<file path="src/core/isp_flash_cfg.svh">
`ifndef ISP_FLASH_CFG_SVH
`define ISP_FLASH_CFG_SVH

// machine cycle length in core clocks and timed-access spans in machine cycles
`define MC_CLKS          8'd12
`define TA_ARM_MC        8'd3
`define TA_WIN_MC        8'd3
`define TA_ARM_CLKS      (`TA_ARM_MC * `MC_CLKS)
`define TA_WIN_CLKS      (`TA_WIN_MC * `MC_CLKS)

`define KEY_FIRST        8'h87
`define KEY_SECOND       8'h59

// register indices; byte address is four times the index
`define IDX_CMD          8'hc7
`define IDX_KEY          8'hf6
`define IDX_ADDR_HIGH    8'hc4
`define IDX_ADDR_LOW     8'hc5
`define IDX_DATA         8'hc6
`define IDX_CHIP_PROG    8'h9f
`define IDX_CLK_SEL      8'h8e

`define CHP_ISP_BIT      0
`define CHP_RST_BIT_A    1
`define CHP_RST_BIT_B    7
`define CMD_BANK_BIT     6
`define CMD_OE_BIT       5
`define CMD_CE_BIT       4
`define CMD_OP_MSB       3
`define CMD_WR_MASK      8'h7f

`define OP_ERASE         4'h2
`define OP_PROGRAM       4'h1
`define OP_READ          4'h0

`define LOADER_ADDR_MASK 16'h0fff
`define REG_RESET        8'h00
`define PREADY_BUSY      1'b0

`endif

</file>
<file path="src/core/isp_flash_pkg.sv">
package isp_flash_pkg;

	typedef struct packed {
		logic        bank;
		logic        oe;
		logic        ce_n;
		logic [3:0]  op;
		logic [15:0] addr;
		logic [7:0]  wdata;
	} flash_req_t;

	typedef enum logic [2:0] {
		SEQ_IDLE  = 3'b001,
		SEQ_ISSUE = 3'b010,
		SEQ_WAIT  = 3'b100
	} seq_state_t;

	typedef enum logic [2:0] {
		KEY_LOCKED = 3'b001,
		KEY_ARMED  = 3'b010,
		KEY_OPEN   = 3'b100
	} key_state_t;

endpackage

</file>
<file path="src/core/timed_access_gate.sv">
`timescale 1ns/1ps
`include "isp_flash_cfg.svh"

module timed_access_gate
	import isp_flash_pkg::*;
(
	input  wire logic       clock,
	input  wire logic       sys_rst,
	input  wire logic       key_write,
	input  wire logic [7:0] key_value,
	output logic            window_open
);

	key_state_t state;
	key_state_t next_state;
	logic [7:0] count;
	logic [7:0] next_count;

	always_comb
	begin
		next_state = state;
		next_count = count;
		if (key_write)
		begin
			if (key_value == `KEY_FIRST)
			begin
				next_state = KEY_ARMED;
				next_count = 8'(`TA_ARM_CLKS - 1);
			end
			else if (key_value == `KEY_SECOND && state == KEY_ARMED)
			begin
				next_state = KEY_OPEN;
				next_count = 8'(`TA_WIN_CLKS - 1);
			end
			else
			begin
				// any other key, or a late second key, revokes write permission
				next_state = KEY_LOCKED;
				next_count = 8'h00;
			end
		end
		else
		begin
			case (state)
				KEY_ARMED, KEY_OPEN:
				begin
					if (count == 8'h00)
						next_state = KEY_LOCKED;
					else
						next_count = count - 8'h01;
				end
				KEY_LOCKED:
					next_count = 8'h00;
				default:
				begin
					next_state = KEY_LOCKED;
					next_count = 8'h00;
				end
			endcase
		end
	end

	always_ff @(posedge clock or posedge sys_rst)
	begin
		if (sys_rst)
		begin
			state       <= KEY_LOCKED;
			count       <= 8'h00;
			window_open <= 1'b0;
		end
		else
		begin
			state       <= next_state;
			count       <= next_count;
			window_open <= (next_state == KEY_OPEN);
		end
	end

endmodule

</file>
<file path="src/core/flash_op_sequencer.sv">
`timescale 1ns/1ps
`include "isp_flash_cfg.svh"

module flash_op_sequencer
	import isp_flash_pkg::*;
(
	input  wire logic       clock,
	input  wire logic       sys_rst,
	input  wire logic       start,
	input  flash_req_t      request,
	input  wire logic       flash_done,
	input  wire logic [7:0] flash_rdata,
	output flash_req_t      flash_req,
	output logic            flash_strobe,
	output logic            busy,
	output logic            finish,
	output logic            read_valid,
	output logic [7:0]      read_byte
);

	seq_state_t state;
	seq_state_t next_state;
	flash_req_t next_req;
	logic       next_strobe;
	logic       next_finish;
	logic       next_read_valid;
	logic [7:0] next_read_byte;

	always_comb
	begin
		next_state      = state;
		next_req        = flash_req;
		next_strobe     = 1'b0;
		next_finish     = 1'b0;
		next_read_valid = 1'b0;
		next_read_byte  = read_byte;
		case (state)
			SEQ_IDLE:
			begin
				if (start)
				begin
					next_req   = request;
					next_state = SEQ_ISSUE;
				end
			end
			SEQ_ISSUE:
			begin
				next_strobe = 1'b1;
				next_state  = SEQ_WAIT;
			end
			SEQ_WAIT:
			begin
				if (flash_done)
				begin
					next_finish = 1'b1;
					if (flash_req.op == `OP_READ)
					begin
						next_read_valid = 1'b1;
						next_read_byte  = flash_rdata;
					end
					// release the array: chip enable off between operations
					next_req.ce_n = 1'b1;
					next_req.oe   = 1'b0;
					next_state    = SEQ_IDLE;
				end
			end
			default:
				next_state = SEQ_IDLE;
		endcase
	end

	always_ff @(posedge clock or posedge sys_rst)
	begin
		if (sys_rst)
		begin
			state        <= SEQ_IDLE;
			flash_req    <= '{bank: 1'b0, oe: 1'b0, ce_n: 1'b1, op: `OP_READ,
			                  addr: 16'h0000, wdata: 8'h00};
			flash_strobe <= 1'b0;
			busy         <= 1'b0;
			finish       <= 1'b0;
			read_valid   <= 1'b0;
			read_byte    <= 8'h00;
		end
		else
		begin
			state        <= next_state;
			flash_req    <= next_req;
			flash_strobe <= next_strobe;
			busy         <= (next_state != SEQ_IDLE);
			finish       <= next_finish;
			read_valid   <= next_read_valid;
			read_byte    <= next_read_byte;
		end
	end

endmodule

</file>
<file path="src/core/isp_flash_timed_access.sv">
// Function
// - first key value starts a countdown expiring after three machine cycles
// - second key before expiry opens a three machine cycle write window
// - window closes by itself; full two-write sequence needed again
// - protected writes land only while window open, else silently dropped
// - chip program control and clock select control are protected registers
// - chip program control read-only by default; other key values revoke permission
// - chip program bit 0 enters programming mode at next idle wake-up
// - that wake-up fetches from loader bank and pulses the vector load output
// - bits 0, 1 and 7 together soft-reset the cpu back to application bank
// - 64 KB application bank, 4 KB loader bank, normal run from application
// - target address comes from high-byte and low-byte registers
// - command bit 6 selects bank: 0 application, 1 loader
// - command bits: 5 output enable, 4 chip enable, 3..0 operation code
// - codes erase 0010, program 0001, read 0000; enables per table
// - data register feeds program byte and returns read byte; erase ignores them
`timescale 1ns/1ps
`include "isp_flash_cfg.svh"

module isp_flash_timed_access
	import isp_flash_pkg::*;
(
	input  wire logic        clock,
	input  wire logic        sys_rst,
	input  wire logic        psel,
	input  wire logic        penable,
	input  wire logic        pwrite,
	input  wire logic [11:0] paddr,
	input  wire logic [31:0] pwdata,
	output logic [31:0]      prdata,
	output logic             pready,
	output logic             pslverr,
	input  wire logic        cpu_idle,
	output logic             cpu_wake,
	output logic             cpu_soft_reset,
	output logic             isp_vector_load,
	output logic             fetch_from_loader,
	output logic [7:0]       clock_select,
	output flash_req_t       flash_req,
	output logic             flash_strobe,
	input  wire logic        flash_done,
	input  wire logic [7:0]  flash_rdata
);

	logic [7:0] chip_program_control;
	logic [7:0] clock_select_control;
	logic [7:0] flash_command_control;
	logic [7:0] flash_addr_high;
	logic [7:0] flash_addr_low;
	logic [7:0] flash_data_byte;
	logic       isp_mode;
	logic       idle_prev;
	logic       op_pending;

	logic [7:0] next_chip_program_control;
	logic [7:0] next_clock_select_control;
	logic [7:0] next_flash_command_control;
	logic [7:0] next_flash_addr_high;
	logic [7:0] next_flash_addr_low;
	logic [7:0] next_flash_data_byte;
	logic       next_isp_mode;
	logic       next_op_pending;
	logic       next_cpu_wake;
	logic       next_cpu_soft_reset;
	logic       next_isp_vector_load;
	logic [31:0] next_prdata;
	logic       next_pready;
	logic       next_pslverr;

	logic        setup;
	logic        wr_access;
	logic [7:0]  reg_index;
	logic        addr_word;
	logic        hit_cmd;
	logic        hit_key;
	logic        hit_ah;
	logic        hit_al;
	logic        hit_fd;
	logic        hit_chp;
	logic        hit_cks;
	logic        mapped;
	logic [7:0]  wbyte;
	logic        window_open;
	logic        idle_rise;
	logic        seq_start;
	flash_req_t  op_request;
	logic        seq_busy;
	logic        seq_finish;
	logic        seq_read_valid;
	logic [7:0]  seq_read_byte;
	logic        soft_reset_hit;
	logic [3:0]  op_code;
	logic        op_legal;
	logic [15:0] op_addr;

	assign setup     = psel && !penable;
	assign wr_access = psel && penable && pwrite && pready;
	assign reg_index = paddr[9:2];
	assign addr_word = (paddr[1:0] == 2'b00) && (paddr[11:10] == 2'b00);
	assign hit_cmd   = addr_word && (reg_index == `IDX_CMD);
	assign hit_key   = addr_word && (reg_index == `IDX_KEY);
	assign hit_ah    = addr_word && (reg_index == `IDX_ADDR_HIGH);
	assign hit_al    = addr_word && (reg_index == `IDX_ADDR_LOW);
	assign hit_fd    = addr_word && (reg_index == `IDX_DATA);
	assign hit_chp   = addr_word && (reg_index == `IDX_CHIP_PROG);
	assign hit_cks   = addr_word && (reg_index == `IDX_CLK_SEL);
	assign mapped    = hit_cmd || hit_key || hit_ah || hit_al || hit_fd || hit_chp || hit_cks;
	assign wbyte     = pwdata[7:0];

	timed_access_gate u_gate
	(
		.clock       (clock),
		.sys_rst     (sys_rst),
		.key_write   (wr_access && hit_key),
		.key_value   (wbyte),
		.window_open (window_open)
	);

	// operation decode from the command register
	assign op_code  = flash_command_control[`CMD_OP_MSB:0];
	assign op_legal = (op_code == `OP_ERASE) || (op_code == `OP_PROGRAM) || (op_code == `OP_READ);
	// loader bank spans 4 KB, so the upper address bits fold away there
	assign op_addr  = flash_command_control[`CMD_BANK_BIT]
		? ({flash_addr_high, flash_addr_low} & `LOADER_ADDR_MASK)
		: {flash_addr_high, flash_addr_low};

	always_comb
	begin
		op_request.bank  = flash_command_control[`CMD_BANK_BIT];
		op_request.oe    = flash_command_control[`CMD_OE_BIT];
		op_request.ce_n  = flash_command_control[`CMD_CE_BIT];
		op_request.op    = op_code;
		op_request.addr  = op_addr;
		op_request.wdata = flash_data_byte;
		if (op_code == `OP_ERASE)
		begin
			op_request.addr  = 16'h0000;
			op_request.wdata = 8'h00;
		end
	end

	assign idle_rise      = cpu_idle && !idle_prev;
	assign seq_start      = op_pending && !seq_busy;
	assign soft_reset_hit = wr_access && hit_chp && window_open && wbyte[`CHP_ISP_BIT]
		&& wbyte[`CHP_RST_BIT_A] && wbyte[`CHP_RST_BIT_B];

	flash_op_sequencer u_seq
	(
		.clock        (clock),
		.sys_rst      (sys_rst),
		.start        (seq_start),
		.request      (op_request),
		.flash_done   (flash_done),
		.flash_rdata  (flash_rdata),
		.flash_req    (flash_req),
		.flash_strobe (flash_strobe),
		.busy         (seq_busy),
		.finish       (seq_finish),
		.read_valid   (seq_read_valid),
		.read_byte    (seq_read_byte)
	);

	// register writes, idle handling and wake-up
	always_comb
	begin
		next_chip_program_control  = chip_program_control;
		next_clock_select_control  = clock_select_control;
		next_flash_command_control = flash_command_control;
		next_flash_addr_high       = flash_addr_high;
		next_flash_addr_low        = flash_addr_low;
		next_flash_data_byte       = flash_data_byte;
		next_isp_mode              = isp_mode;
		next_op_pending            = op_pending && !seq_start;
		next_cpu_wake              = 1'b0;
		next_cpu_soft_reset        = 1'b0;
		next_isp_vector_load       = 1'b0;

		if (wr_access)
		begin
			if (hit_chp && window_open)
				next_chip_program_control = wbyte;
			if (hit_cks && window_open)
				next_clock_select_control = wbyte;
			// command and operand registers are frozen while the array is busy
			if (!seq_busy && !op_pending)
			begin
				if (hit_cmd)
					next_flash_command_control = wbyte & `CMD_WR_MASK;
				if (hit_ah)
					next_flash_addr_high = wbyte;
				if (hit_al)
					next_flash_addr_low = wbyte;
				if (hit_fd)
					next_flash_data_byte = wbyte;
			end
		end

		if (seq_read_valid)
			next_flash_data_byte = seq_read_byte;

		if (idle_rise && !soft_reset_hit)
		begin
			if (!isp_mode && chip_program_control[`CHP_ISP_BIT])
			begin
				next_isp_mode        = 1'b1;
				next_isp_vector_load = 1'b1;
				next_cpu_wake        = 1'b1;
			end
			else if (isp_mode)
			begin
				// a disabled chip or unknown code completes at once
				if (op_legal && !flash_command_control[`CMD_CE_BIT])
					next_op_pending = 1'b1;
				else
					next_cpu_wake = 1'b1;
			end
		end

		if (seq_finish)
			next_cpu_wake = 1'b1;

		if (soft_reset_hit)
		begin
			next_cpu_soft_reset       = 1'b1;
			next_isp_mode             = 1'b0;
			next_chip_program_control = `REG_RESET;
			next_op_pending           = 1'b0;
		end
	end

	// apb answer: read data and ready are set up in the setup cycle
	always_comb
	begin
		next_prdata  = 32'h0000_0000;
		next_pready  = setup;
		next_pslverr = setup && !mapped;
		if (setup && !pwrite)
		begin
			if (hit_cmd)
				next_prdata[7:0] = flash_command_control;
			if (hit_ah)
				next_prdata[7:0] = flash_addr_high;
			if (hit_al)
				next_prdata[7:0] = flash_addr_low;
			if (hit_fd)
				next_prdata[7:0] = flash_data_byte;
			if (hit_chp)
				next_prdata[7:0] = chip_program_control;
			if (hit_cks)
				next_prdata[7:0] = clock_select_control;
			if (hit_key)
				next_prdata[7:0] = {7'h00, window_open};
		end
	end

	always_ff @(posedge clock or posedge sys_rst)
	begin
		if (sys_rst)
		begin
			chip_program_control  <= `REG_RESET;
			clock_select_control  <= `REG_RESET;
			flash_command_control <= `REG_RESET;
			flash_addr_high       <= `REG_RESET;
			flash_addr_low        <= `REG_RESET;
			flash_data_byte       <= `REG_RESET;
			isp_mode              <= 1'b0;
			idle_prev             <= 1'b0;
			op_pending            <= 1'b0;
			cpu_wake              <= 1'b0;
			cpu_soft_reset        <= 1'b0;
			isp_vector_load       <= 1'b0;
			fetch_from_loader     <= 1'b0;
			clock_select          <= `REG_RESET;
			prdata                <= 32'h0000_0000;
			pready                <= `PREADY_BUSY;
			pslverr               <= 1'b0;
		end
		else
		begin
			chip_program_control  <= next_chip_program_control;
			clock_select_control  <= next_clock_select_control;
			flash_command_control <= next_flash_command_control;
			flash_addr_high       <= next_flash_addr_high;
			flash_addr_low        <= next_flash_addr_low;
			flash_data_byte       <= next_flash_data_byte;
			isp_mode              <= next_isp_mode;
			idle_prev             <= cpu_idle;
			op_pending            <= next_op_pending;
			cpu_wake              <= next_cpu_wake;
			cpu_soft_reset        <= next_cpu_soft_reset;
			isp_vector_load       <= next_isp_vector_load;
			fetch_from_loader     <= next_isp_mode;
			clock_select          <= next_clock_select_control;
			prdata                <= next_prdata;
			pready                <= next_pready;
			pslverr               <= next_pslverr;
		end
	end

endmodule

</file>
<file path="config.mk">
export PLATFORM = sky130hd
export DESIGN_NAME = isp_flash_timed_access
export DESIGN_NICKNAME = d
export VERILOG_FILES = /design/src/core/isp_flash_pkg.sv /design/src/core/timed_access_gate.sv /design/src/core/flash_op_sequencer.sv /design/src/core/isp_flash_timed_access.sv
export VERILOG_INCLUDE_DIRS = /design/src /design/src/core
export SDC_FILE = /design/constraint.sdc
export NUM_CORES = 1
export LEC_CHECK = 0
export BUFFER_PORTS_ARGS = -buffer_cell sky130_fd_sc_hd__clkbuf_2
export CORE_MARGIN = 2
export CORE_UTILIZATION = 45
export DETAILED_ROUTE_END_ITERATION = 8
export HOLD_SLACK_MARGIN = 0.02
export PLACE_DENSITY = 0.69
export SYNTH_ARGS = -nofsm -noshare
export SYNTH_HDL_FRONTEND = slang
export SYNTH_HIERARCHICAL = 1
export SYNTH_SLANG_ARGS = --single-unit
</file>
<file path="constraint.sdc">
create_clock -name clock -period 5.4 [get_ports clock]
set_input_delay 0.27 -clock clock [delete_from_list [all_inputs] [get_ports clock]]
set_output_delay 0.27 -clock clock [all_outputs]
set_load 0.02 [all_outputs]
</file>
==> impl_metrics.ini, run 1 <==
[floorplanning]
core_um2 = 12600
die_ar_um2 = 13800
start_util_pct = 46.1
dieHeight_um = 117
rows = 41
boundaryPins = 137
die_wd_um = 117

[finish]
layout-drive-gt1-share_pct = 35.7
total_of_fill_cells_in_the_finished_design = 1091
final_net_count = 642
antenna-diode-count = 0
mostFrequentLayoutCells = 118 x sky130_fd_sc_hd__dfrtp_1, 88 x sky130_fd_sc_hd__clkbuf_2, 55 x sky130_fd_sc_hd__mux2_2
area.growth.synth_to_final_pct = 18.6
final_core_util_pct = 54.6
leading_cell_type_in_the_layout_fill_and_taps_excluded = sky130_fd_sc_hd__dfrtp_1

[critical_path]
r2r.worst_path.cells = 5
worstReg2RegStart = pready
worst_ep_required_time_ns = 5.74
setup.worst_path.start_class = primary input
critical_path_peak_fanout = 16
timing.critical_path.to_type = flip-flop
rrSetupSlack_ns = 3.04
worst-setup-path-type = in -> reg
r2r-end = flash_addr_low[6]
critical_path_arrival_ns = 2.73
crit_path_start = paddr[3]

[grt]
globalRouteTotalUtil_pct = 19.9
first_global_vias = 4140
number_of_antenna_violations_at_the_first_check_in_global_routing = 0
wire_length_of_the_first_global_routing_pass_um = 21400
grt_remaining_overflow = 0
grt_max_degree = 64

[cts]
postCtsHoldBufs = 2
count_of_buffers_added_by_post_cts_timing_repair_for_setup = 0
clk-insertion-delay-late_ns = 0.42
clockRootBuffer = sky130_fd_sc_hd__clkbuf_16
post_cts_resize_count = 0
clock_tree_from_tritoncts = built
clock_path_buffers = 2
path_clk_slew_ns = 0.05
numCtsBuffers = 17
cts_max_level = 4
clock_sink_count = 121

[yosys]
yosys.area.top_type = sky130_fd_sc_hd__dfrtp_1
synth.top_cells.by_area = sky130_fd_sc_hd__dfrtp_1 51%, sky130_fd_sc_hd__mux2_2 11%, sky130_fd_sc_hd__buf_4 3.1%
async_reset_ff_share_pct = 100
ys_ff_latch = 121
edff_count_synth = 0
postSynthCellCount = 492
synth-main-ff-cell = sky130_fd_sc_hd__dfrtp_1
synth_largest_type_area_fraction_pct = 51.0
mappedNetlistArea_um2 = 5790
post_synth.cell_area_avg_um2 = 11.8
sequential_share_of_the_synthesized_area_pct = 52.4
synth_cell_type_count = 66
yosysWarningCount = 6

[sta]
fin_crit_ns = 2.39
period_share_pct = 44.3
final_worst_hold_slack_ns = 0.0477
worst_slack_ns = 3.01
setup_tns_ns = 0
max_freq_mhz = 418
finalSetupViolCount = 0
max-slew-margin-rel_pct = 33.0
clock_skew_ns = 0.00873
rsz_0062_raised_after_global_routing = false
timing_max_transition_violations_final = 0
final-hold-violation-count = 0
worst-slew-pin-transition_ns = 1.00

[detailed_routing]
drt_first_pass_iters = 6
via_count = 4038
post_drt_via_cell_ratio = 5.27
drc = 0
routed_wl_per_cell_um = 17.3
drt.antenna.violating_nets = 0
totalWireLength_um = 13300
dr.first_iter.drc_count = 243

[worst_hold_path]
min_from = flash_done
type_of_the_worst_min_delay_path = in -> reg
min_delay_worst_endpoint = u_seq/state[2]
hold_depth = 2

[placement]
preCtsSetupSlack_ns = 2.65
total_of_buffers_placed_on_input_and_output_ports = 88
gpl.final_weighted_congestion = 0.883
dpl.hpwl_um = 9480

[power]
cellLeakagePower_nw = 3.38
total_power_mw = 2.15
ir_worst_vdd_v = 0.000223
power_per_cell_area_nw_per_um2 = 313

[job]
timing.max_cap.violations = 0

[outcome]
status = finished, final reports clean
sequential cells by signal, summed over array words and instances (netlist names), 8 cells and up:
register,count
u_gate/count,8
flash_data_byte,8
prdata,8
flash_addr_low,8
u_seq/read_byte,8
chip_program_control,8
u_seq/flash_req,31
flash_addr_high,8
clock_select_control,8
cell usage after synthesis, types with 5 or more instances:
library cell,number
sky130_fd_sc_hd__nor4_1,6
sky130_fd_sc_hd__a21oi_1,11
sky130_fd_sc_hd__and2_1,6
sky130_fd_sc_hd__buf_6,5
sky130_fd_sc_hd__clkbuf_1,12
sky130_fd_sc_hd__nor3_1,9
sky130_fd_sc_hd__dfrtp_1,118
sky130_fd_sc_hd__mux2i_1,11
sky130_fd_sc_hd__mux2_2,55
sky130_fd_sc_hd__nand2_1,42
sky130_fd_sc_hd__mux2_4,12
sky130_fd_sc_hd__nor4b_1,5
sky130_fd_sc_hd__nand2b_1,5
sky130_fd_sc_hd__o21ai_1,8
sky130_fd_sc_hd__o21ai_0,13
sky130_fd_sc_hd__inv_1,13
sky130_fd_sc_hd__buf_4,24
sky130_fd_sc_hd__nor2b_1,22
sky130_fd_sc_hd__nor2_1,25
cell families (layout without fill, tap and decap cells):
group	Yosys count	count (layout)	share of synthesized area, %
flops	121	121	52.4
simple gates	161	161	16.1
buf+inv	57	136	5.94
other cells	1	24	0.0648
xor+xnor	3	3	0.454
fa+ha+maj	1	1	0.216
mux	85	85	17.7
compound gates	63	63	7.22
metal layers:
layer | vias to the layer above | GRT usage, % | routed length [um]
met4 | 0 | 10.2 | 440
met3 | 29 | 6.52 | 879
li1 | 1892 | - | -
met5 | - | 0 | 0
met1 | 1970 | 25.5 | 5870
met2 | 147 | 30.3 | 6070
final cells by class:
cell class | count | area (um^2) | area share, %
clock buffers | 22 | 464 | 6.76
inverters | 13 | 48.8 | 0.711
well taps | 172 | 215 | 3.14
flip-flops and latches | 121 | 3030 | 44.2
clock inverters | 9 | 123 | 1.79
multi-input cells | 337 | 2510 | 36.5
repair buffers | 92 | 475 | 6.93
stage by stage:
stage	cells	cell area (um^2)
after floorplan	515	5880
after global placement	733	6260
after detailed placement	733	6260
after CTS	766	6860
after global routing	766	6860
final	766	6860
critical path: stages:
cell                       delay [ns]
sky130_fd_sc_hd__clkbuf_2        0.31
sky130_fd_sc_hd__nand2_1         0.22
sky130_fd_sc_hd__nor4b_1         0.52
sky130_fd_sc_hd__and4_1          0.36
sky130_fd_sc_hd__nor2b_1         0.38
sky130_fd_sc_hd__and3b_1         0.29
sky130_fd_sc_hd__o21ai_0         0.18
sky130_fd_sc_hd__and2_1          0.20
how the worst max path moves through the flow:
| stage | endpoint | slack, ns |
|---|---|---|
| finish | u_gate/state[0] | 3.01 |
| global placement | u_gate/state[0] | 2.69 |
| floorplan | flash_addr_high[2] | 3.15 |
| detailed placement | u_gate/state[0] | 2.65 |
| CTS | flash_addr_low[6] | 3.00 |
| global route | u_gate/count[5] | 2.87 |
report_power, final:
part / switching (mW) / leakage (nW) / internal (mW)
Clock: 0.384 / 0.290 / 0.742
Combinational: 0.0725 / 1.45 / 0.0281
Sequential: 0.00612 / 1.64 / 0.917
(Power assumes the default switching activity.)
==> run 2, diff against run 1 <==
==> constraint.sdc (replaced) <==
create_clock -name clock -period 2.45 [get_ports clock]
set_input_delay 0.1225 -clock clock [delete_from_list [all_inputs] [get_ports clock]]
set_output_delay 0.1225 -clock clock [all_outputs]
set_load 0.02 [all_outputs]
==> run 2 against run 1 <==
- sequential share of layout area fell by 1.2 points
- highest routed layer unchanged
- total power rose by 110%
- final cell count rose by 3.3%
- design area rose by 2.8%
- utilization rose by 1.5 points
- non-clock buffer count rose by 24
- worst setup slack got worse by 2.8 ns
- critical endpoint is now flash_command_control[1]
- hold slack got worse by 0.00085 ns
- global-route usage rose by 0.20 points
==> impl_metrics.ini, run 2 (synthesis gave the netlist of run 1 again) <==
[cts]
clock_tree_from_tritoncts = built
path_clk_slew_ns = 0.05
post_cts_resize_count = 0
clockRootBuffer = sky130_fd_sc_hd__clkbuf_16
clock_path_buffers = 2
count_of_buffers_added_by_post_cts_timing_repair_for_setup = 0
postCtsHoldBufs = 12
cts_max_level = 4
clk-insertion-delay-late_ns = 0.43
numCtsBuffers = 17
clock_sink_count = 121

[power]
power.net_switching_mw = 1.06
p_seq_share_pct = 44.6
cellLeakagePower_nw = 3.48
combinationalPowerShare_pct = 5.3
share_clk_of_total_power_pct = 50.1
total_power_mw = 4.56
power_per_cell_area_nw_per_um2 = 647
ir_worst_vdd_v = 0.000427
internal-power_mw = 3.51
power.switching_fraction_pct = 23.1

[finish]
antenna-diode-count = 0
area.growth.synth_to_final_pct = 21.9
layout-drive-gt1-share_pct = 36.8
layout.cells.non_filler = 791
final_design_area_no_fill_um2 = 7060
number_of_flip_flops_in_the_largest_register = 31
mostFrequentLayoutCells = 118 x sky130_fd_sc_hd__dfrtp_1, 88 x sky130_fd_sc_hd__clkbuf_2, 55 x sky130_fd_sc_hd__mux2_2
leading_cell_type_in_the_layout_fill_and_taps_excluded = sky130_fd_sc_hd__dfrtp_1
final_net_count = 666
top_register = u_seq/flash_req
final_core_util_pct = 56.1

[sta]
final-hold-violation-count = 0
setup_tns_ns = 0
finalSetupViolCount = 0
rsz_0062_raised_after_global_routing = false
period_share_pct = 89.7
max_freq_mhz = 455
clock_skew_ns = 0.0148
final_worst_hold_slack_ns = 0.0468
timing_max_transition_violations_final = 0
worst_slack_ns = 0.252
worst-slew-pin-transition_ns = 0.928
max-slew-margin-rel_pct = 38.1
fin_crit_ns = 2.20

[critical_path]
cpPeakStageDelay_ns = 0.53
critical_path_arrival_ns = 2.51
crit_chain = dlygate4sd3_1 > clkbuf_2 > nand4_1 > or3_1 > or2_2 > nor2_2 > mux2_2
worst-setup-path-type = in -> reg
setup.worst_path.start_class = primary input
critical_path_peak_fanout = 7
worst_ep_required_time_ns = 2.76
timing.critical_path.to_type = flip-flop
crit_path_top_delay_cell = sky130_fd_sc_hd__dlygate4sd3_1

[detailed_routing]
drt_first_pass_iters = 5
routed_wl_per_cell_um = 16.8
drc = 0
post_drt_via_cell_ratio = 5.26
drt.antenna.violating_nets = 0
dr.first_iter.drc_count = 226
totalWireLength_um = 13300
via_count = 4160

[grt]
grt_remaining_overflow = 0
globalRouteTotalUtil_pct = 20.1
grt_max_degree = 47
number_of_antenna_violations_at_the_first_check_in_global_routing = 0
first_global_vias = 4159
wire_length_of_the_first_global_routing_pass_um = 21500

[floorplanning]
start_util_pct = 46.1
core_um2 = 12600
dieHeight_um = 117
die_ar_um2 = 13800
boundaryPins = 137
rows = 41
die_wd_um = 117

[placement]
dpl.hpwl_um = 9710
preCtsSetupSlack_ns = 0.216
total_of_buffers_placed_on_input_and_output_ports = 88
placed_cell_area_um2 = 6390
gpl.final_weighted_congestion = 0.876
placed_cells_incl_taps = 747

[outcome]
status = finished, final reports clean

[job]
timing.max_cap.violations = 0

[worst_hold_path]
type_of_the_worst_min_delay_path = in -> reg
[run 2: changes by cell type in the layout (fill, tap and decap cells not counted), sizes merged]
cell,before,now
buf,2,16
bufinv,3,1
clkbuf,110,108
clkinv,5,7
clkinvlp,1,4
dlygate4sd3,2,12
[run 2: final cells by class]
class	count	area (um^2)
Clock buffer	20	447
Fill cell	1069	5510
Multi-Input combinational cell	337	2510
Timing Repair Buffer	116	706
Sequential cell	121	3030
Inverter	13	48.8
Clock inverter	12	103
Tap cell	172	215
[run 2: path summary, 6_finish.rpt]
check | cells after the start | slack, ns | endpoint | startpoint
worst max-delay path | 7 | 0.25 | flash_command_control[1] | pwrite
worst min-delay path | 3 | 0.05 | pready | psel
worst max register to register | 6 | 0.27 | u_gate/count[1] | u_gate/count[0]
worst min register to register | 1 | 0.47 | cpu_wake | u_seq/finish
max in group asynchronous | 3 | 1.39 | u_seq/flash_req[12] | sys_rst
min in group asynchronous | 3 | 0.29 | u_gate/state[2] | sys_rst
[run 2: power groups by stage]
stage / registers [mW] / logic [mW] / clock network, mW
detailed placement: 2.07 / 0.228 / 0
global placement: 2.07 / 0.225 / 0
floorplan: 2.07 / 0.164 / 0
CTS: 2.03 / 0.244 / 2.32
global route: 2.04 / 0.267 / 2.43
finish: 2.03 / 0.243 / 2.29
[run 2: worst max-delay path: cells and delay by family]
kind	cells	cell delay, ns
mux	1	0.39
simple gates	4	1.31
buf+inv	2	0.68
[run 2: layer usage]
layer / GRT usage [%] / up-vias / wire length (um) / part of all wire [%]
met3: 5.11 / 16 / 772 / 5.8
met5: 0 / - / 0 / 0
met4: 6.78 / 0 / 168 / 1.3
met1: 26.0 / 2056 / 5840 / 44
met2: 33.1 / 140 / 6480 / 49
li1: - / 1948 / - / -
